$ cat config.mk
export PLATFORM = sky130hd
export DESIGN_NAME = multiphase_power_state_control
export DESIGN_NICKNAME = d
export VERILOG_FILES = /design/src/pkg/mpc_pkg.sv /design/src/hdl/light_load_holdoff.sv /design/src/hdl/multiphase_power_state_control.sv /design/src/hdl/phase_engine.sv
export SDC_FILE = /design/constraint.sdc
export NUM_CORES = 1
export LEC_CHECK = 0
export ABC_CLOCK_PERIOD_IN_PS = 16600
export BUFFER_PORTS_ARGS = -buffer_cell sky130_fd_sc_hd__clkbuf_2
export CAP_MARGIN = 20
export CORE_ASPECT_RATIO = 0.8
export CORE_MARGIN = 2
export CORE_UTILIZATION = 35
export CTS_BUF_LIST = sky130_fd_sc_hd__clkbuf_8
export CTS_CLUSTER_SIZE = 28
export DETAILED_ROUTE_END_ITERATION = 7
export PLACE_DENSITY = 0.52
export SYNTH_ARGS = -nofsm -noshare
export SYNTH_HDL_FRONTEND = slang
export SYNTH_SLANG_ARGS = --single-unit
$ cat constraint.sdc
create_clock -name CLK_I -period 16.6 [get_ports CLK_I]
set_input_delay 0.83 -clock CLK_I [delete_from_list [all_inputs] [get_ports CLK_I]]
set_output_delay 0.83 -clock CLK_I [all_outputs]
set_load 0.05 [all_outputs]
$ cat src/pkg/mpc_pkg.sv
// constants shared by the multiphase power-state controller
// assumes a single 25 MHz core clock
package mpc_pkg;
  // core clock
  localparam int CLK_HZ = 25_000_000;
  localparam int CLK_PER_MS = CLK_HZ / 1000;
  localparam int CLK_PER_US = CLK_HZ / 1_000_000;
  // light-load hold-off after host reset release
  localparam int HOLDOFF_MS = 50;
  localparam int HOLDOFF_CYCLES = HOLDOFF_MS * CLK_PER_MS;
  // regulator-good delay after soft-start ends
  localparam int RG_DELAY_US = 100;
  localparam int RG_DELAY_CYCLES = RG_DELAY_US * CLK_PER_US;
  // channels and timer width
  localparam int NUM_CH = 3;
  localparam int TW = 16;
  // register port
  localparam int AW = 4;
  localparam int DW = 32;
  localparam logic [AW-1:0] ADDR_PERIOD = 4'h0;
  localparam logic [AW-1:0] ADDR_DUTY = 4'h4;
  localparam logic [AW-1:0] ADDR_STATUS = 4'h8;
  localparam logic [TW-1:0] PERIOD_RST = 16'h00FA;
  localparam logic [TW-1:0] DUTY_RST = 16'h0000;
  // status field positions
  localparam int ST_LIGHT = 0;
  localparam int ST_TWO_PHASE = 1;
  localparam int ST_GOOD = 2;
  localparam int ST_SS_DONE = 3;
  localparam int ST_PERMIT = 4;
  localparam int ST_ENABLED = 5;
  // channel-1 low driver supply level codes
  localparam logic SUPPLY_5V75 = 1'b0;
  localparam logic SUPPLY_7V75 = 1'b1;
  // synchronised pin vector layout
  localparam int SY_EN = 0;
  localparam int SY_TWO_PHASE = 1;
  localparam int SY_SS_STRAP = 2;
  localparam int SY_PSREQ_N = 3;
  localparam int SY_HOST_RST_N = 4;
  localparam int SY_IN_LIMITS = 5;
  localparam int SY_OVERCURRENT = 6;
  localparam int SY_SS_DONE = 7;
  localparam int SY_VID_MOVE = 8;
  localparam int SY_HS_FB = 9;
  localparam int SY_W = 12;
  // power state encoding
  typedef enum logic [2:0] {
    PS_OFF = 3'b001,
    PS_NORMAL = 3'b010,
    PS_LIGHT = 3'b100
  } power_state_t;
endpackage

$ cat src/hdl/light_load_holdoff.sv
// hold-off timer gating light-load entry after host reset release
// assumes host_reset_n_i is already synchronised to clk_i
`timescale 1ns/1ps
module light_load_holdoff #(
  parameter int HOLD_CYCLES = 1250000
) (
  input wire logic clk_i,
  input wire logic rst_n_i,
  input wire logic enable_i,
  input wire logic host_reset_n_i,
  output logic permit_o
);
  import mpc_pkg::*;
  localparam int CW = $clog2(HOLD_CYCLES + 1);
  localparam logic [CW-1:0] LAST = CW'(HOLD_CYCLES - 1);

  typedef struct packed {
    logic prev;
    logic counting;
    logic [CW-1:0] cnt;
    logic permit;
  } hold_state_t;

  hold_state_t s_q, s_d;

  // restart on a rising edge seen while enabled, clear while host reset is low
  always_comb begin
    s_d = s_q;
    s_d.prev = host_reset_n_i;
    if (!enable_i || !host_reset_n_i) begin // [RULE11] [RULE18]
      s_d.counting = 1'b0;
      s_d.cnt = '0;
      s_d.permit = 1'b0;
    end else if (!s_q.prev) begin // [RULE13] [RULE18]
      s_d.counting = 1'b1;
      s_d.cnt = '0;
      s_d.permit = 1'b0;
    end else if (s_q.counting) begin
      if (s_q.cnt == LAST) begin
        s_d.counting = 1'b0;
        s_d.permit = 1'b1; // [RULE12]
      end else begin
        s_d.cnt = s_q.cnt + 1'b1;
      end
    end
  end

  always_ff @(posedge clk_i or negedge rst_n_i) begin
    if (!rst_n_i) begin
      s_q <= '0;
    end else begin
      s_q <= s_d;
    end
  end

  assign permit_o = s_q.permit;
endmodule

$ cat src/hdl/multiphase_power_state_control.sv
// multiphase buck controller: power state, regulator-good, channel pulses
// assumes pins are asynchronous to CLK_I; register port is on CLK_I
//
// Contract
// [RULE1] strapped third sense pin: two-phase only
// [RULE2] channels spaced one third period apart
// [RULE3] low side waits for high side off
// [RULE4] strap picks 5.75V or 7.75V in light-load
// [RULE5] good held low before soft-start ends
// [RULE6] good reports limits after post-start delay
// [RULE7] limits, overcurrent or disable pull good low
// [RULE8] good is open-drain, drives low only
// [RULE9] request high normal, low light-load
// [RULE10] request high again leaves light-load
// [RULE11] host reset low refuses light-load
// [RULE12] host reset high permits light-load entry; code permits only after a host reset rise seen while enabled
// [RULE13] 50ms wait after host reset rises
// [RULE14] soft-start or code move forces normal
// [RULE15] light-load diode-emulation keeps channel one only
// [RULE16] one rising edge per channel interval
// [RULE17] enable low stops all operation
// [RULE18] hold-off counter restarts and clears
`timescale 1ns/1ps
module multiphase_power_state_control #(
  parameter int HOLD_CYCLES = mpc_pkg::HOLDOFF_CYCLES,
  parameter int GOOD_DELAY_CYCLES = mpc_pkg::RG_DELAY_CYCLES,
  parameter bit DIODE_EMULATION_VARIANT = 1'b1
) (
  input wire logic CLK_I,
  input wire logic RESETN_I,
  // register port
  input wire logic [mpc_pkg::AW-1:0] ADDR_I,
  input wire logic [mpc_pkg::DW-1:0] WDATA_I,
  input wire logic WR_I,
  input wire logic RD_I,
  output logic [mpc_pkg::DW-1:0] RDATA_O,
  // pins
  input wire logic ENABLE_I,
  input wire logic CH3_CURRENT_SENSE_NEG_AT_BIAS_I,
  input wire logic SOFT_START_STRAP_I,
  input wire logic POWER_STATE_REQUEST_N_I,
  input wire logic HOST_RESET_N_I,
  input wire logic VOLTAGE_IN_LIMITS_I,
  input wire logic OVERCURRENT_I,
  input wire logic SOFT_START_DONE_I,
  input wire logic VID_TRANSITION_I,
  input wire logic [mpc_pkg::NUM_CH-1:0] HIGH_SIDE_GATE_SENSE_I,
  output logic [mpc_pkg::NUM_CH-1:0] HIGH_SIDE_GATE_O,
  output logic [mpc_pkg::NUM_CH-1:0] LOW_SIDE_GATE_O,
  output logic CH1_LOW_DRIVER_SUPPLY_REDUCED_O,
  output logic CH1_LOW_DRIVER_SUPPLY_LEVEL_O,
  output logic LIGHT_LOAD_O,
  output logic DIODE_EMULATION_O,
  output logic REGULATOR_GOOD_O,
  output logic REGULATOR_GOOD_OE_O
);
  import mpc_pkg::*;
  localparam int GW = $clog2(GOOD_DELAY_CYCLES + 1);
  localparam logic [GW-1:0] GOOD_LAST = GW'(GOOD_DELAY_CYCLES - 1);

  typedef struct packed {
    logic [SY_W-1:0] sync1;
    logic [SY_W-1:0] sync2;
    power_state_t ps;
    logic [TW-1:0] period;
    logic [TW-1:0] duty;
    logic [DW-1:0] rdata;
    logic [GW-1:0] good_cnt;
    logic good_wait_done;
    logic good;
    logic [NUM_CH-1:0] ch_en;
    logic [NUM_CH-1:0] hs;
    logic [NUM_CH-1:0] ls;
    logic supply_reduced;
    logic supply_level;
    logic diode_emulation;
    logic light;
    logic good_oe;
  } top_state_t;

  top_state_t s_q, s_d;

  logic permit;
  logic [NUM_CH-1:0] eng_hs;
  logic [NUM_CH-1:0] eng_ls;
  logic run;

  // synchronised pin views, read only from the second stage
  logic en;
  logic two_phase;
  logic ss_strap;
  logic psreq_n;
  logic host_rst_n;
  logic in_limits;
  logic overcurrent;
  logic ss_done;
  logic vid_move;
  logic [NUM_CH-1:0] hs_fb;

  assign en = s_q.sync2[SY_EN];
  assign two_phase = s_q.sync2[SY_TWO_PHASE];
  assign ss_strap = s_q.sync2[SY_SS_STRAP];
  assign psreq_n = s_q.sync2[SY_PSREQ_N];
  assign host_rst_n = s_q.sync2[SY_HOST_RST_N];
  assign in_limits = s_q.sync2[SY_IN_LIMITS];
  assign overcurrent = s_q.sync2[SY_OVERCURRENT];
  assign ss_done = s_q.sync2[SY_SS_DONE];
  assign vid_move = s_q.sync2[SY_VID_MOVE];
  assign hs_fb = s_q.sync2[SY_HS_FB +: NUM_CH];

  // outputs of the pulse engine are gated by enable downstream
  assign run = en && (s_q.ps != PS_OFF);

  // hold-off timer for light-load entry
  light_load_holdoff #(
    .HOLD_CYCLES(HOLD_CYCLES)
  ) u_holdoff (
    .clk_i(CLK_I),
    .rst_n_i(RESETN_I),
    .enable_i(en),
    .host_reset_n_i(host_rst_n),
    .permit_o(permit)
  );

  // interleaved pulse scheduling and gate interlock
  phase_engine #(
    .N(NUM_CH),
    .W(TW)
  ) u_engine (
    .clk_i(CLK_I),
    .rst_n_i(RESETN_I),
    .period_i(s_q.period),
    .duty_i(s_q.duty),
    .two_phase_i(two_phase),
    .ch_en_i(s_q.ch_en),
    .hs_fb_i(hs_fb),
    .hs_o(eng_hs),
    .ls_o(eng_ls)
  );

  always_comb begin
    logic forced_normal;
    logic enter_light;
    logic light_next;
    forced_normal = 1'b0;
    enter_light = 1'b0;
    light_next = 1'b0;
    s_d = s_q;

    // two-stage synchroniser for every pin input
    s_d.sync1 = {HIGH_SIDE_GATE_SENSE_I, VID_TRANSITION_I, SOFT_START_DONE_I, OVERCURRENT_I,
                 VOLTAGE_IN_LIMITS_I, HOST_RESET_N_I, POWER_STATE_REQUEST_N_I, SOFT_START_STRAP_I,
                 CH3_CURRENT_SENSE_NEG_AT_BIAS_I, ENABLE_I};
    s_d.sync2 = s_q.sync1;

    // register writes
    if (WR_I) begin
      case (ADDR_I)
        ADDR_PERIOD: s_d.period = WDATA_I[TW-1:0];
        ADDR_DUTY: s_d.duty = WDATA_I[TW-1:0];
        default: ;
      endcase
    end

    // register reads, data in the following cycle only
    s_d.rdata = '0;
    if (RD_I) begin
      case (ADDR_I)
        ADDR_PERIOD: s_d.rdata = {{(DW-TW){1'b0}}, s_q.period};
        ADDR_DUTY: s_d.rdata = {{(DW-TW){1'b0}}, s_q.duty};
        ADDR_STATUS: begin
          s_d.rdata[ST_LIGHT] = (s_q.ps == PS_LIGHT);
          s_d.rdata[ST_TWO_PHASE] = two_phase;
          s_d.rdata[ST_GOOD] = s_q.good;
          s_d.rdata[ST_SS_DONE] = ss_done;
          s_d.rdata[ST_PERMIT] = permit;
          s_d.rdata[ST_ENABLED] = en;
        end
        default: s_d.rdata = '0;
      endcase
    end

    // power state selection
    forced_normal = !ss_done || vid_move; // [RULE14]
    enter_light = !psreq_n && permit && !forced_normal; // [RULE9] [RULE11] [RULE12]
    case (s_q.ps)
      PS_OFF: begin
        if (en) s_d.ps = PS_NORMAL;
      end
      PS_NORMAL: begin
        if (!en) s_d.ps = PS_OFF; // [RULE17]
        else if (enter_light) s_d.ps = PS_LIGHT; // [RULE9]
      end
      PS_LIGHT: begin
        if (!en) s_d.ps = PS_OFF; // [RULE17]
        else if (psreq_n || forced_normal || !permit) s_d.ps = PS_NORMAL; // [RULE10] [RULE11] [RULE14]
      end
      default: s_d.ps = PS_OFF;
    endcase
    light_next = (s_d.ps == PS_LIGHT);
    s_d.light = light_next; // [RULE9]

    // channel enables: two-phase strap and light-load phase dropping
    s_d.ch_en[0] = en && (s_d.ps != PS_OFF);
    s_d.ch_en[1] = en && (s_d.ps != PS_OFF) && !light_next; // [RULE15]
    s_d.ch_en[2] = en && (s_d.ps != PS_OFF) && !light_next && !two_phase; // [RULE1] [RULE15]

    // gate outputs, all off when disabled
    s_d.hs = run ? eng_hs : '0; // [RULE17]
    s_d.ls = run ? eng_ls : '0; // [RULE17]
    if (two_phase) begin
      s_d.hs[2] = 1'b0; // [RULE1]
      s_d.ls[2] = 1'b0; // [RULE1]
    end

    // light-load driver options on the diode-emulation variant
    s_d.diode_emulation = DIODE_EMULATION_VARIANT && light_next;
    s_d.supply_reduced = DIODE_EMULATION_VARIANT && light_next; // [RULE4]
    s_d.supply_level = ss_strap ? SUPPLY_7V75 : SUPPLY_5V75; // [RULE4]

    // regulator-good delay counted from the end of soft-start
    if (!en || !ss_done) begin
      s_d.good_cnt = '0;
      s_d.good_wait_done = 1'b0; // [RULE5]
    end else if (!s_q.good_wait_done) begin
      if (s_q.good_cnt == GOOD_LAST) s_d.good_wait_done = 1'b1; // [RULE6]
      else s_d.good_cnt = s_q.good_cnt + 1'b1;
    end
    s_d.good = en && ss_done && s_q.good_wait_done && in_limits && !overcurrent; // [RULE6] [RULE7]
    // pull-down enable kept in its own flop so the pin has no gate after it
    s_d.good_oe = !s_d.good; // [RULE8]
  end

  always_ff @(posedge CLK_I or negedge RESETN_I) begin
    if (!RESETN_I) begin
      s_q <= '0;
      s_q.ps <= PS_OFF;
      s_q.period <= PERIOD_RST;
      s_q.duty <= DUTY_RST;
      s_q.good_oe <= 1'b1; // line held low through reset
    end else begin
      s_q <= s_d;
    end
  end

  // outputs straight from state
  assign RDATA_O = s_q.rdata;
  assign HIGH_SIDE_GATE_O = s_q.hs;
  assign LOW_SIDE_GATE_O = s_q.ls;
  assign CH1_LOW_DRIVER_SUPPLY_REDUCED_O = s_q.supply_reduced;
  assign CH1_LOW_DRIVER_SUPPLY_LEVEL_O = s_q.supply_level;
  assign LIGHT_LOAD_O = s_q.light;
  assign DIODE_EMULATION_O = s_q.diode_emulation;
  // open-drain: drive low when not good, release otherwise
  assign REGULATOR_GOOD_O = 1'b0; // [RULE8]
  assign REGULATOR_GOOD_OE_O = s_q.good_oe; // [RULE8]
endmodule

$ cat src/hdl/phase_engine.sv
// interleaved per-channel pulse scheduler with gate drive interlock
// assumes hs_fb_i is synchronised; period_i is at least 3
`timescale 1ns/1ps
module phase_engine #(
  parameter int N = 3,
  parameter int W = 16
) (
  input wire logic clk_i,
  input wire logic rst_n_i,
  input wire logic [W-1:0] period_i,
  input wire logic [W-1:0] duty_i,
  input wire logic two_phase_i,
  input wire logic [N-1:0] ch_en_i,
  input wire logic [N-1:0] hs_fb_i,
  output logic [N-1:0] hs_o,
  output logic [N-1:0] ls_o
);
  import mpc_pkg::*;

  typedef struct packed {
    logic [W-1:0] cnt;
    logic [N-1:0] fired;
    logic [N-1:0] hs;
    logic [N-1:0] ls;
  } eng_state_t;

  eng_state_t s_q, s_d;

  // position of cnt relative to a channel's start offset
  function automatic logic [W-1:0] wrap_sub(input logic [W-1:0] c, input logic [W-1:0] o,
                                            input logic [W-1:0] p);
    wrap_sub = (c >= o) ? c - o : c + p - o;
  endfunction

  // start offset: thirds of the period, halves in two-phase mode
  function automatic logic [W-1:0] ch_offset(input int k, input logic [W-1:0] p, input logic two);
    logic [W-1:0] third;
    third = p / 3;
    if (k == 0) ch_offset = '0;
    else if (two) ch_offset = p >> 1;
    else ch_offset = (k == 1) ? third : W'(third << 1);
  endfunction

  always_comb begin
    logic [W-1:0] pos;
    logic req;
    logic rise;
    pos = '0;
    req = 1'b0;
    rise = 1'b0;
    s_d = s_q;
    // free-running interval timer
    s_d.cnt = (s_q.cnt >= period_i - 1'b1) ? '0 : s_q.cnt + 1'b1;
    for (int k = 0; k < N; k++) begin
      pos = wrap_sub(s_q.cnt, ch_offset(k, period_i, two_phase_i), period_i); // [RULE2]
      req = ch_en_i[k] && (pos < duty_i);
      // one rising edge per interval, only after low side is off
      rise = req && !s_q.hs[k] && !s_q.ls[k] && ((pos == '0) || !s_q.fired[k]); // [RULE16]
      s_d.fired[k] = (pos == '0) ? rise : (s_q.fired[k] || rise); // [RULE16]
      s_d.hs[k] = req && (s_q.hs[k] || rise);
      // low side only while high side gate is seen off
      s_d.ls[k] = ch_en_i[k] && !req && !s_q.hs[k] && !hs_fb_i[k]; // [RULE3]
    end
  end

  always_ff @(posedge clk_i or negedge rst_n_i) begin
    if (!rst_n_i) begin
      s_q <= '0;
    end else begin
      s_q <= s_d;
    end
  end

  assign hs_o = s_q.hs;
  assign ls_o = s_q.ls;
endmodule

======== Word level (Yosys, flattened, before mapping) ========
Index checks and enable logic that the tools add are counted.
storage, ports and cells
  register bits ........................... 166
  input port bits ......................... 52
  logic and storage cells ................. 170
cells by class
  $add $sub $neg .......................... 9
  div/mod/pow operators ................... 1
  order comparisons ....................... 7
  equal/unequal tests ..................... 15
  mux-type cells .......................... 33
  reductions and logical operators ........ 82
operator list
  cell                                                                 count
  two-way mux 16 bit                                                   7
  two-way mux 23 bit                                                   3
  subtractor 16 bit                                                    4
  greater-or-equal comparator 16 bit                                   3
  zero test 16 bit                                                     3
  less-than comparator 16 bit                                          3
  logical AND 1 bit                                                    34
  divider 16 x 2 -> 32 bit (second input constant)                     1
  two-way mux 13 bit                                                   2
  zero test 1 bit                                                      25
  adder 21 x 1 -> 21 bit (second input constant)                       1
  == test 21 bit (second input constant)                               1
  two-way mux 21 bit                                                   1
  two-way mux 3 bit                                                    7
  case mux 10 bit (2 select lines)                                     1
  case mux 6 bit (3 select lines)                                      1
  adder 16 x 1 -> 16 bit (second input constant)                       1
  adder 16 bit                                                         1
  greater-or-equal comparator 16 x 1 -> 1 bit (second input constant)  1
  subtractor 16 x 1 -> 16 bit (second input constant)                  1
  logical OR 1 bit                                                     14
  adder 12 x 1 -> 12 bit (second input constant)                       1
  == test 12 bit (second input constant)                               1
  two-way mux 12 bit                                                   1
  other kinds (13)                                                     29

======== Logic depth before layout (Yosys ltp) ========
Gate-level depths: netlist of the first run.
  word-level depth ........................ 11
  mapped depth ............................ 56
  gate-level depth less buffers ........... 50

======== Hierarchy ========
A second synthesis of the first run with hierarchy kept.
second synthesis, totals
  cell total of the unflattened synthesis .. 1717
  area total of the unflattened synthesis .. 14597.8 um2
by module, submodules not included
  module                          times used  cells each  area an instance (um2)  seq. area each (um2)
  phase_engine                    1           1262        9082.5                  625.6
  multiphase_power_state_control  1           323         4225.3                  2537.4
  light_load_holdoff              1           132         1290.0                  600.6

======== Least setup slack after synthesis of the first run ========
Ideal clock, no wire load.
  kind .................................... flip-flop to flip-flop
  start ................................... register s_q[90] in the netlist's numbering
  end ..................................... register u_engine.s_q, in the netlist u_engine.hs_o[1]
  library setup time ...................... 0.094 ns
  arrival time ............................ 9.918 ns
  required time ........................... 16.506 ns
  setup slack ............................. 6.588 ns
  cell stages (with the launch flop) ...... 54
  path buffers ............................ 4
  cells stage by stage .................... dfrtp_1 buf_6 clkbuf_1 ha_1 and3b_1 buf_6 a221o_2 a2111oi_2 a221oi_2 o211ai_4 o22ai_1 xnor2_1 a221o_1 o211a_2 nor3_4 o311ai_1 a32o_1 a31o_2 [... 18 more ...] a21boi_0 o21ai_0 nand3_1 a211o_1 buf_1 mux2_2 ha_1 a21o_1 a21oi_1 nor2b_1 o21ai_0 nand2b_1 a21oi_1 nor2b_1 o21ai_0 o211a_1 nand2_1 a211oi_1
RTL lines
  element                 RTL line                              RTL
  start: declaration      multiphase_power_state_control.sv:81  top_state_t s_q, s_d;
  end signal: assignment  phase_engine.sv:68                    s_q <= '0;
  end signal: assignment  phase_engine.sv:70                    s_q <= s_d;
  end: declaration        phase_engine.sv:27                    eng_state_t s_q, s_d;

==> results of run 1 <==
-- worst paths after layout --
check | endpoint | slack [ns] | cells past startpoint
setup / recovery | u_engine.hs_o[1]$_DFF_PN0_ | 3.81 | 49
hold / removal | overcurrent$_DFF_PN0_ | 0.35 | 0
setup reg to reg | u_engine.hs_o[1]$_DFF_PN0_ | 3.81 | 49
hold reg to reg | overcurrent$_DFF_PN0_ | 0.35 | 0
max in group asynchronous | s_q[64]$_DFFE_PN0P_ | 14.84 | 2
min in group asynchronous | s_q[67]$_DFFE_PN0P_ | 0.39 | 1
-- sequential cells by signal (all words and copies together) (netlist names), 12 cells and up --
register,count
RDATA_O,16
s_d,12
s_q,56
u_engine.s_q,19
u_holdoff.s_q,23
-- cell usage after synthesis (all sizes together), types with 7 or more instances --
master and n:
o21bai 12, a211oi 14, o211a 9, inv 109
buf 60, a22oi 12, ha 146, nor2 164
a31oi 17, mux2 50, nand3b 8, mux2i 23
nand2b 37, a21oi 90, and3 16, and2 11
dfstp 8, xor2 29, nand2 160, dfrtp 142
o211ai 15, nand3 52, nor3 45, or3 15
or2 7, nand4 19, o21ai 114, clkbuf 45
nor4 21, nor2b 34, o31ai 12, a21o 40
o22ai 10, o21a 14, o2111ai 7, xnor2 63
a21boi 25
-- area by class of cell --
| cell class | count | area (sq um) |
|---|---|---|
| clock inverters | 12 | 136 |
| well taps | 544 | 681 |
| inverters | 113 | 424 |
| repair buffers | 74 | 447 |
| flip-flops and latches | 150 | 3760 |
| multi-input cells | 1412 | 9880 |
| clock buffers | 19 | 262 |
| fillers | 4243 | 25300 |
-- routing by layer --
metal	share of wire	wire length [microns]	vias to the layer above
met4	0.011	464	0
met1	0.53	23000	6136
met2	0.40	17500	337
met5	0	0	-
li1	-	-	6297
met3	0.053	2290	32
-- worst register-to-register path, delay by kind of cell (launching register included) --
| kind | cells | cell delay [ns] |
|---|---|---|
| xor+xnor | 1 | 0.19 |
| fa+ha+maj | 5 | 1.57 |
| compound gates | 32 | 7.96 |
| flops | 1 | 0.86 |
| mux | 1 | 0.42 |
| simple gates | 10 | 1.72 |
-- through the flow --
step | power, W | util | instance area, sq um | worst slack (ns) | hold slack [ns]
final | 0.00315 | 0.381 | 15600 | 3.81 | 0.350
after floorplan | 0.00224 | - | 14700 | 6.59 | 0.331
after CTS | 0.00312 | 0.380 | 15500 | 4.07 | 0.353
after global placement | 0.00278 | 0.370 | 15100 | 4.19 | 0.331
after global routing | 0.00347 | 0.381 | 15600 | 2.67 | 0.361
after detailed placement | 0.00281 | 0.370 | 15100 | 4.11 | 0.335
-- kinds of logic after synthesis --
logic type               Yosys count
adder cells (fa/ha/maj)          152
flip-flops                       150
buffers and inverters            218
AO/OA/AOI/OAI                    453
other                              1
XOR/XNOR                          92
multiplexers                      73
AND/OR/NAND/NOR                  625
-- report_power, final --
group	internal, W	switching (W)
logic	0.000956	0.00140
clock network	0.000131	0.000164
registers	0.000404	0.0000941
==> summary.md, run 1 <==
| Metric | Value |
|---|---|
| Status | finished clean |
| DRC | 0 |
| PortBufs | 62 |
| Fin Setup TNS | 0 ns |
| Die Span X | 232 microns |
| CP delay by family, top | compound AO/OA/AOI/OAI gates |
| Top achievable clock speed | 78.2 MHz |
| Post-synthesis xor/xnor area fraction | 0.0552 |
| Post-route minimum period | 12.79 ns |
| Met3 global-route usage | 0.0329 |
| Area share of the largest cell type after synthesis | 0.243 |
| Synth Area in Adders | 0.133 |
| Largest family of logic cells by synthesized area | simple AND/OR/NAND/NOR gates |
| Post-CTS setup buffer count | 0 |
| Synth Area in Simple Gates | 0.215 |
| Mux contribution to synthesized area | 0.0543 |
| Synthesis-to-layout area growth | 6.76% |
| CTS sink count | 150 |
| Layout cells sized above 1 | 0.119 |
| R2r startpoint | s_q[91]$_DFFE_PN0P_ |
| Clk root buf | clkbuf_8 |
| CTS tree | yes |
| Commonest non-fill, non-tap cell in the layout | nor2_1 |
| Worst clock skew | 0.0330 ns |
| Slowest CP cell | dfrtp_1 |
| First-pass GRT wire length | 67200 microns |
| Share of flip-flops with an asynchronous set or reset | 1.00 |
| Cell count after synthesis | 1764 |
| Post-cts resize count | 0 |
| Commonest non-fill, non-tap cells in the layout | nor2_1 (164), nand2_1 (158), ha_1 (146) |
| Synth area leaders | dfrtp_1 (24%), ha_1 (13%), nor2_1 (4.2%), nand2_1 (4.1%), mux2_2 (3.9%) |
| Clock latency on the worst-skew pair | 0.52 ns |
| Prevailing post-synth register cell | dfrtp_1 |
| Initial Util | 0.357 |
| Worst setup SP type | flop |
| Crit path buf inv count | 0 |
| WL/cell | 18.6 microns |
| Top Usage Layer GRT | met1 |
| GPL Wtd Cong | 0.914 |
| ANT cells | 0 |
| Die Y | 187 microns |
| Hold Path Origin | s_d[101]$_DFF_PN0_ |
| # hold bufs at CTS | 0 |
| Final layout net count | 1971 |
| Pwr Density | 202 nW/um^2 |
| M1 GR Usage | 0.322 |
| Starting DRC count in detailed routing | 1069 |
| Global routing usage on met2 | 0.272 |
| Max_slew headroom | 0.379 |
| Max rail drop VDD | 0.106 mV |
| Warnings, synthesis | 0 |
| Critical Path RT | 17.01 ns |
| Antenna-violating nets left | 0 |
| CORE AREA | 40900 sq um |
| # setup viols final | 0 |
| Crit Path Category | reg2reg |
| Post-synth EDFFs | 0 |
| Crit. End Element | flop |
| Overflow left after global routing | 0 |
| Seq cells post-synth | 150 |
| CP startpoint | s_q[91]$_DFFE_PN0P_ |
| Compound-Gate Fraction of Synth Area | 0.214 |
| Clock Path Buffers | 2 |
| Register area share after synthesis | 0.258 |
| Crit path DAT | 13.20 ns |
| Critical path's largest stage delay | 0.86 ns |
| Worst-path maximum fanout | 23 |
| Largest net degree at the start of global routing | 84 |
| DP HPWL | 33300 microns |
| Total GRT Usage | 0.199 |
| Ratio of final minimum period to clock period | 0.770 |
| Cell Count, Final, Fillers Out | 2324 |
| Crit path top cell by count | o21ai_0 |
| Antenna violations before repair | 2 |
| Hold violation count in the final report | 0 |
| Netlist cell types | 107 |
| Max-cap viol count | 0 |
| P_leak | 7.09 nW |
| Vias | 12800 |
| Vias per cell | 5.51 |
| Htree depth | 4 |
| CTS Buf Count | 17 |
| Post-Route WL | 43300 microns |
| Syn avg cell area | 8.28 sq um |
| Site Rows | 66 |
| RSZ-0062 raised after global routing | no |
| Largest area contributor in the netlist | dfrtp_1 |
| Final Max Slew Viols | 0 |
| Number of global-route vias before repair | 11500 |
| Io pins | 96 |
| Tightest Pin Transition | 0.925 ns |
| Placed insts | 2291 |
| Synth Cell Area | 14600 sq um |
| Drt first pass iters | 5 |
| Clock-pin slew on the worst setup and hold paths | 0.10 ns |
| Hold/Removal Path Class | reg2reg |
| DIE AREA | 43400 sq um |
No activity file was read; power rests on OpenSTA's default activity.
==> run 2, diff against run 1 <==
ABC_AREA = 1   (was not set)
ABC_CLOCK_PERIOD_IN_PS = 11000   (was 16600)
PLACE_DENSITY = 0.54   (was 0.52)
clock period = 11 ns   (was 16.6 ns; I/O delays follow)
==> run 2 against run 1 <==
The run now ends with setup timing left. Non-clock buffer count grew 183. Utilization up 5.3 points. Maximum frequency increased by 14%. Global-route usage is 1.1 points lower. Via count down 1.8%. Largest cell class unchanged.
==> summary.md, run 2 <==
| Metric | Value |
|---|---|
| Total GRT Usage | 0.189 |
| Post-DP Area | 15200 sq um |
| Top achievable clock speed | 89.3 MHz |
| Commonest non-fill, non-tap cells in the layout | nand2_1 (263), inv_1 (260), buf_4 (186) |
| Syn avg cell area | 7.59 sq um |
| WL/cell | 15.3 microns |
| Seq cells post-synth | 150 |
| Commonest non-fill, non-tap cell in the layout | nand2_1 |
| Htree depth | 4 |
| Max reg flops | 56 |
| # hold bufs at CTS | 0 |
| # setup viols final | 5 |
| First-pass GRT wire length | 60700 microns |
| Hold violation count in the final report | 0 |
| Largest Register | s_q |
| GPL Wtd Cong | 0.870 |
| Clk root buf | clkbuf_8 |
| R2R cell count | 95 |
| Status | complete, but fails checks |
| Antenna-violating nets left | 0 |
| DRC | 0 |
| Largest net degree at the start of global routing | 84 |
| Final layout net count | 2215 |
| Vias per cell | 4.99 |
| DP HPWL | 30500 microns |
| PortBufs | 62 |
| Clock-pin slew on the worst setup and hold paths | 0.11 ns |
| Cell count after synthesis | 1796 |
| Worst-path maximum fanout | 5 |
| Worst setup SP type | flop |
| CP delay by family, top | simple AND/OR/NAND/NOR gates |
| CTS Buf Count | 17 |
| Initial Util | 0.356 |
| RSZ-0062 raised after global routing | yes |
| Final Max Slew Viols | 0 |
| Violated checks | setup timing |
| Top Registers | s_q: 56 flops, u_holdoff.s_q: 23 flops, u_engine.s_q: 19 flops |
| Crit. End Element | flop |
| Max_slew headroom | 0.243 |
| Crit path top cell by count | nand2_4 |
| R2R Path End | u_engine.hs_o[1]$_DFF_PN0_ |
| CORE AREA | 38300 sq um |
| Post-Route WL | 38400 microns |
| Post-route minimum period | 11.20 ns |
| Crit path depth | 95 |
| R2r startpoint | s_q[90]$_DFFE_PN0P_ |
| Critical Path RT | 11.41 ns |
| Commonest cells in the synthesized netlist | nand2_1 (292), inv_1 (270), ha_1 (146) |
| CP Capture Point | u_engine.hs_o[1]$_DFF_PN0_ |
| Largest area contributor in the netlist | dfrtp_1 |
| Synthesis-to-layout area growth | 22.0% |
| Die Span X | 225 microns |
| Warnings, synthesis | 0 |
| Clock Path Buffers | 2 |
| Worst clock skew | 0.0229 ns |
| CTS tree | yes |
| Prevailing post-synth register cell | dfrtp_1 |
| Tightest Pin Transition | 1.12 ns |
| Register area share after synthesis | 0.276 |
| Overflow left after global routing | 0 |
| Vias | 12600 |
| Die Y | 181 microns |
| CP startpoint | s_q[90]$_DFFE_PN0P_ |
| ANT cells | 0 |
| Crit path buf inv count | 13 |
| Crit Path Category | reg2reg |
| Critical path's largest stage delay | 0.40 ns |
| Number of global-route vias before repair | 11800 |
| Post-synth EDFFs | 0 |
| Share of flip-flops with an asynchronous set or reset | 1.00 |
| Starting DRC count in detailed routing | 803 |
| Hold/Removal Path Class | in2async |
| Crit path DAT | 11.61 ns |
| Filler cells | 3831 |
| Io pins | 96 |
| Netlist cell types | 64 |
| Top-count cell post-synth | nand2_1 |
| Slowest CP cell | dfrtp_1 |
| Site Rows | 64 |
| Synth Cell Area | 13600 sq um |
| DIE AREA | 40500 sq um |
| Fin Setup TNS | -0.604 ns |
| Area share of the largest cell type after synthesis | 0.261 |
| R2R Setup Slk | -0.20 ns |
| Ratio of final minimum period to clock period | 1.02 |
| Antenna violations before repair | 0 |
| Layout cells sized above 1 | 0.247 |
| CTS sink count | 150 |
| Synth area leaders | dfrtp_1 (26%), ha_1 (13%), nand2_1 (8.0%), inv_1 (7.4%), a21oi_1 (5.0%) |
| Clock latency on the worst-skew pair | 0.49 ns |
| Fin worst setup slack | -0.203 ns |
| Max-cap viol count | 0 |
| Drt first pass iters | 5 |
| Fin area | 16600 sq um |
-- run 2: per-layer routing --
layer  share of wire  up-vias  global-route usage
li1                -     6349                   -
met1            0.51     5928               0.286
met2            0.43      266               0.280
met3           0.050       27              0.0333
met4          0.0099        0              0.0350
met5               0        -                   0
-- run 2: how the worst min path moves through the flow --
| stage | start | end | slack (ns) | cells past startpoint |
|---|---|---|---|---|
| 6_report | RESETN_I | s_q[19]$_DFFE_PN0P_ | 0.11 | 1 |
| 5_1_grt | RESETN_I | s_q[19]$_DFFE_PN0P_ | 0.13 | 1 |
| 4_1_cts | RESETN_I | s_q[17]$_DFFE_PN0P_ | 0.12 | 1 |
| 3_5_place_dp | s_d[101]$_DFF_PN0_ | overcurrent$_DFF_PN0_ | 0.34 | 0 |
| 3_3_place_gp | s_d[97]$_DFF_PN0_ | s_q[97]$_DFF_PN0_ | 0.33 | 0 |
| 2_1_floorplan | RESETN_I | CH1_LOW_DRIVER_SUPPLY_LEVEL_O$_DFF_PN0_ | 0.25 | 0 |
-- run 2: cell type report --
type,instances,area [sq um],share of cell area
inverter,294,1110,0.0666
tap,495,619,0.0372
timing repair buffer,257,1820,0.110
multi-input combinational,1292,8890,0.535
sequential,150,3760,0.226
clock buffer,18,248,0.0149
clock inverter,14,179,0.0108
-- run 2: timing repair --
action / CTS / global route
pin swaps: 14 / 60
cloned: 0 / 0
resized for setup: 51 / 111
buffers inserted: 33 / 20
setup endpoints to repair: 6 / 6
-- run 2: metrics by stage --
stage	instances	hold WS [ns]	setup WS (ns)	util
after global routing	2520	0.129	-1.05	0.435
final	2520	0.109	-0.203	0.435
after floorplan	1812	0.254	0.581	-
after detailed placement	2437	0.336	-0.638	0.397
after CTS	2502	0.116	-0.0832	0.419
after global placement	2437	0.333	-0.292	0.397
-- run 2: worst reg2reg max path: cells and delay by family (launching register included) --
kind	cells	cell delay (ns)
multiplexers	1	0.24
AO/OA/AOI/OAI	11	1.34
buffers and inverters	13	1.00
flip-flops	1	0.40
adder cells (fa/ha/maj)	5	1.10
AND/OR/NAND/NOR	64	6.95
XOR/XNOR	1	0.09
-- run 2: logic make-up (layout without fill, tap and decap cells) --
family / Yosys count / in the layout / share of synthesized area
flops: 150 / 150 / 0.276
compound gates: 346 / 346 / 0.147
buf+inv: 370 / 583 / 0.121
fa+ha+maj: 151 / 151 / 0.141
mux: 13 / 13 / 0.00964
xor+xnor: 86 / 86 / 0.0553
simple gates: 679 / 679 / 0.249
other cells: 1 / 17 / 0.000275
Power of run 2 is not shown: default switching activity piles up to over one toggle a cycle in this logic, so the estimate is an artifact.
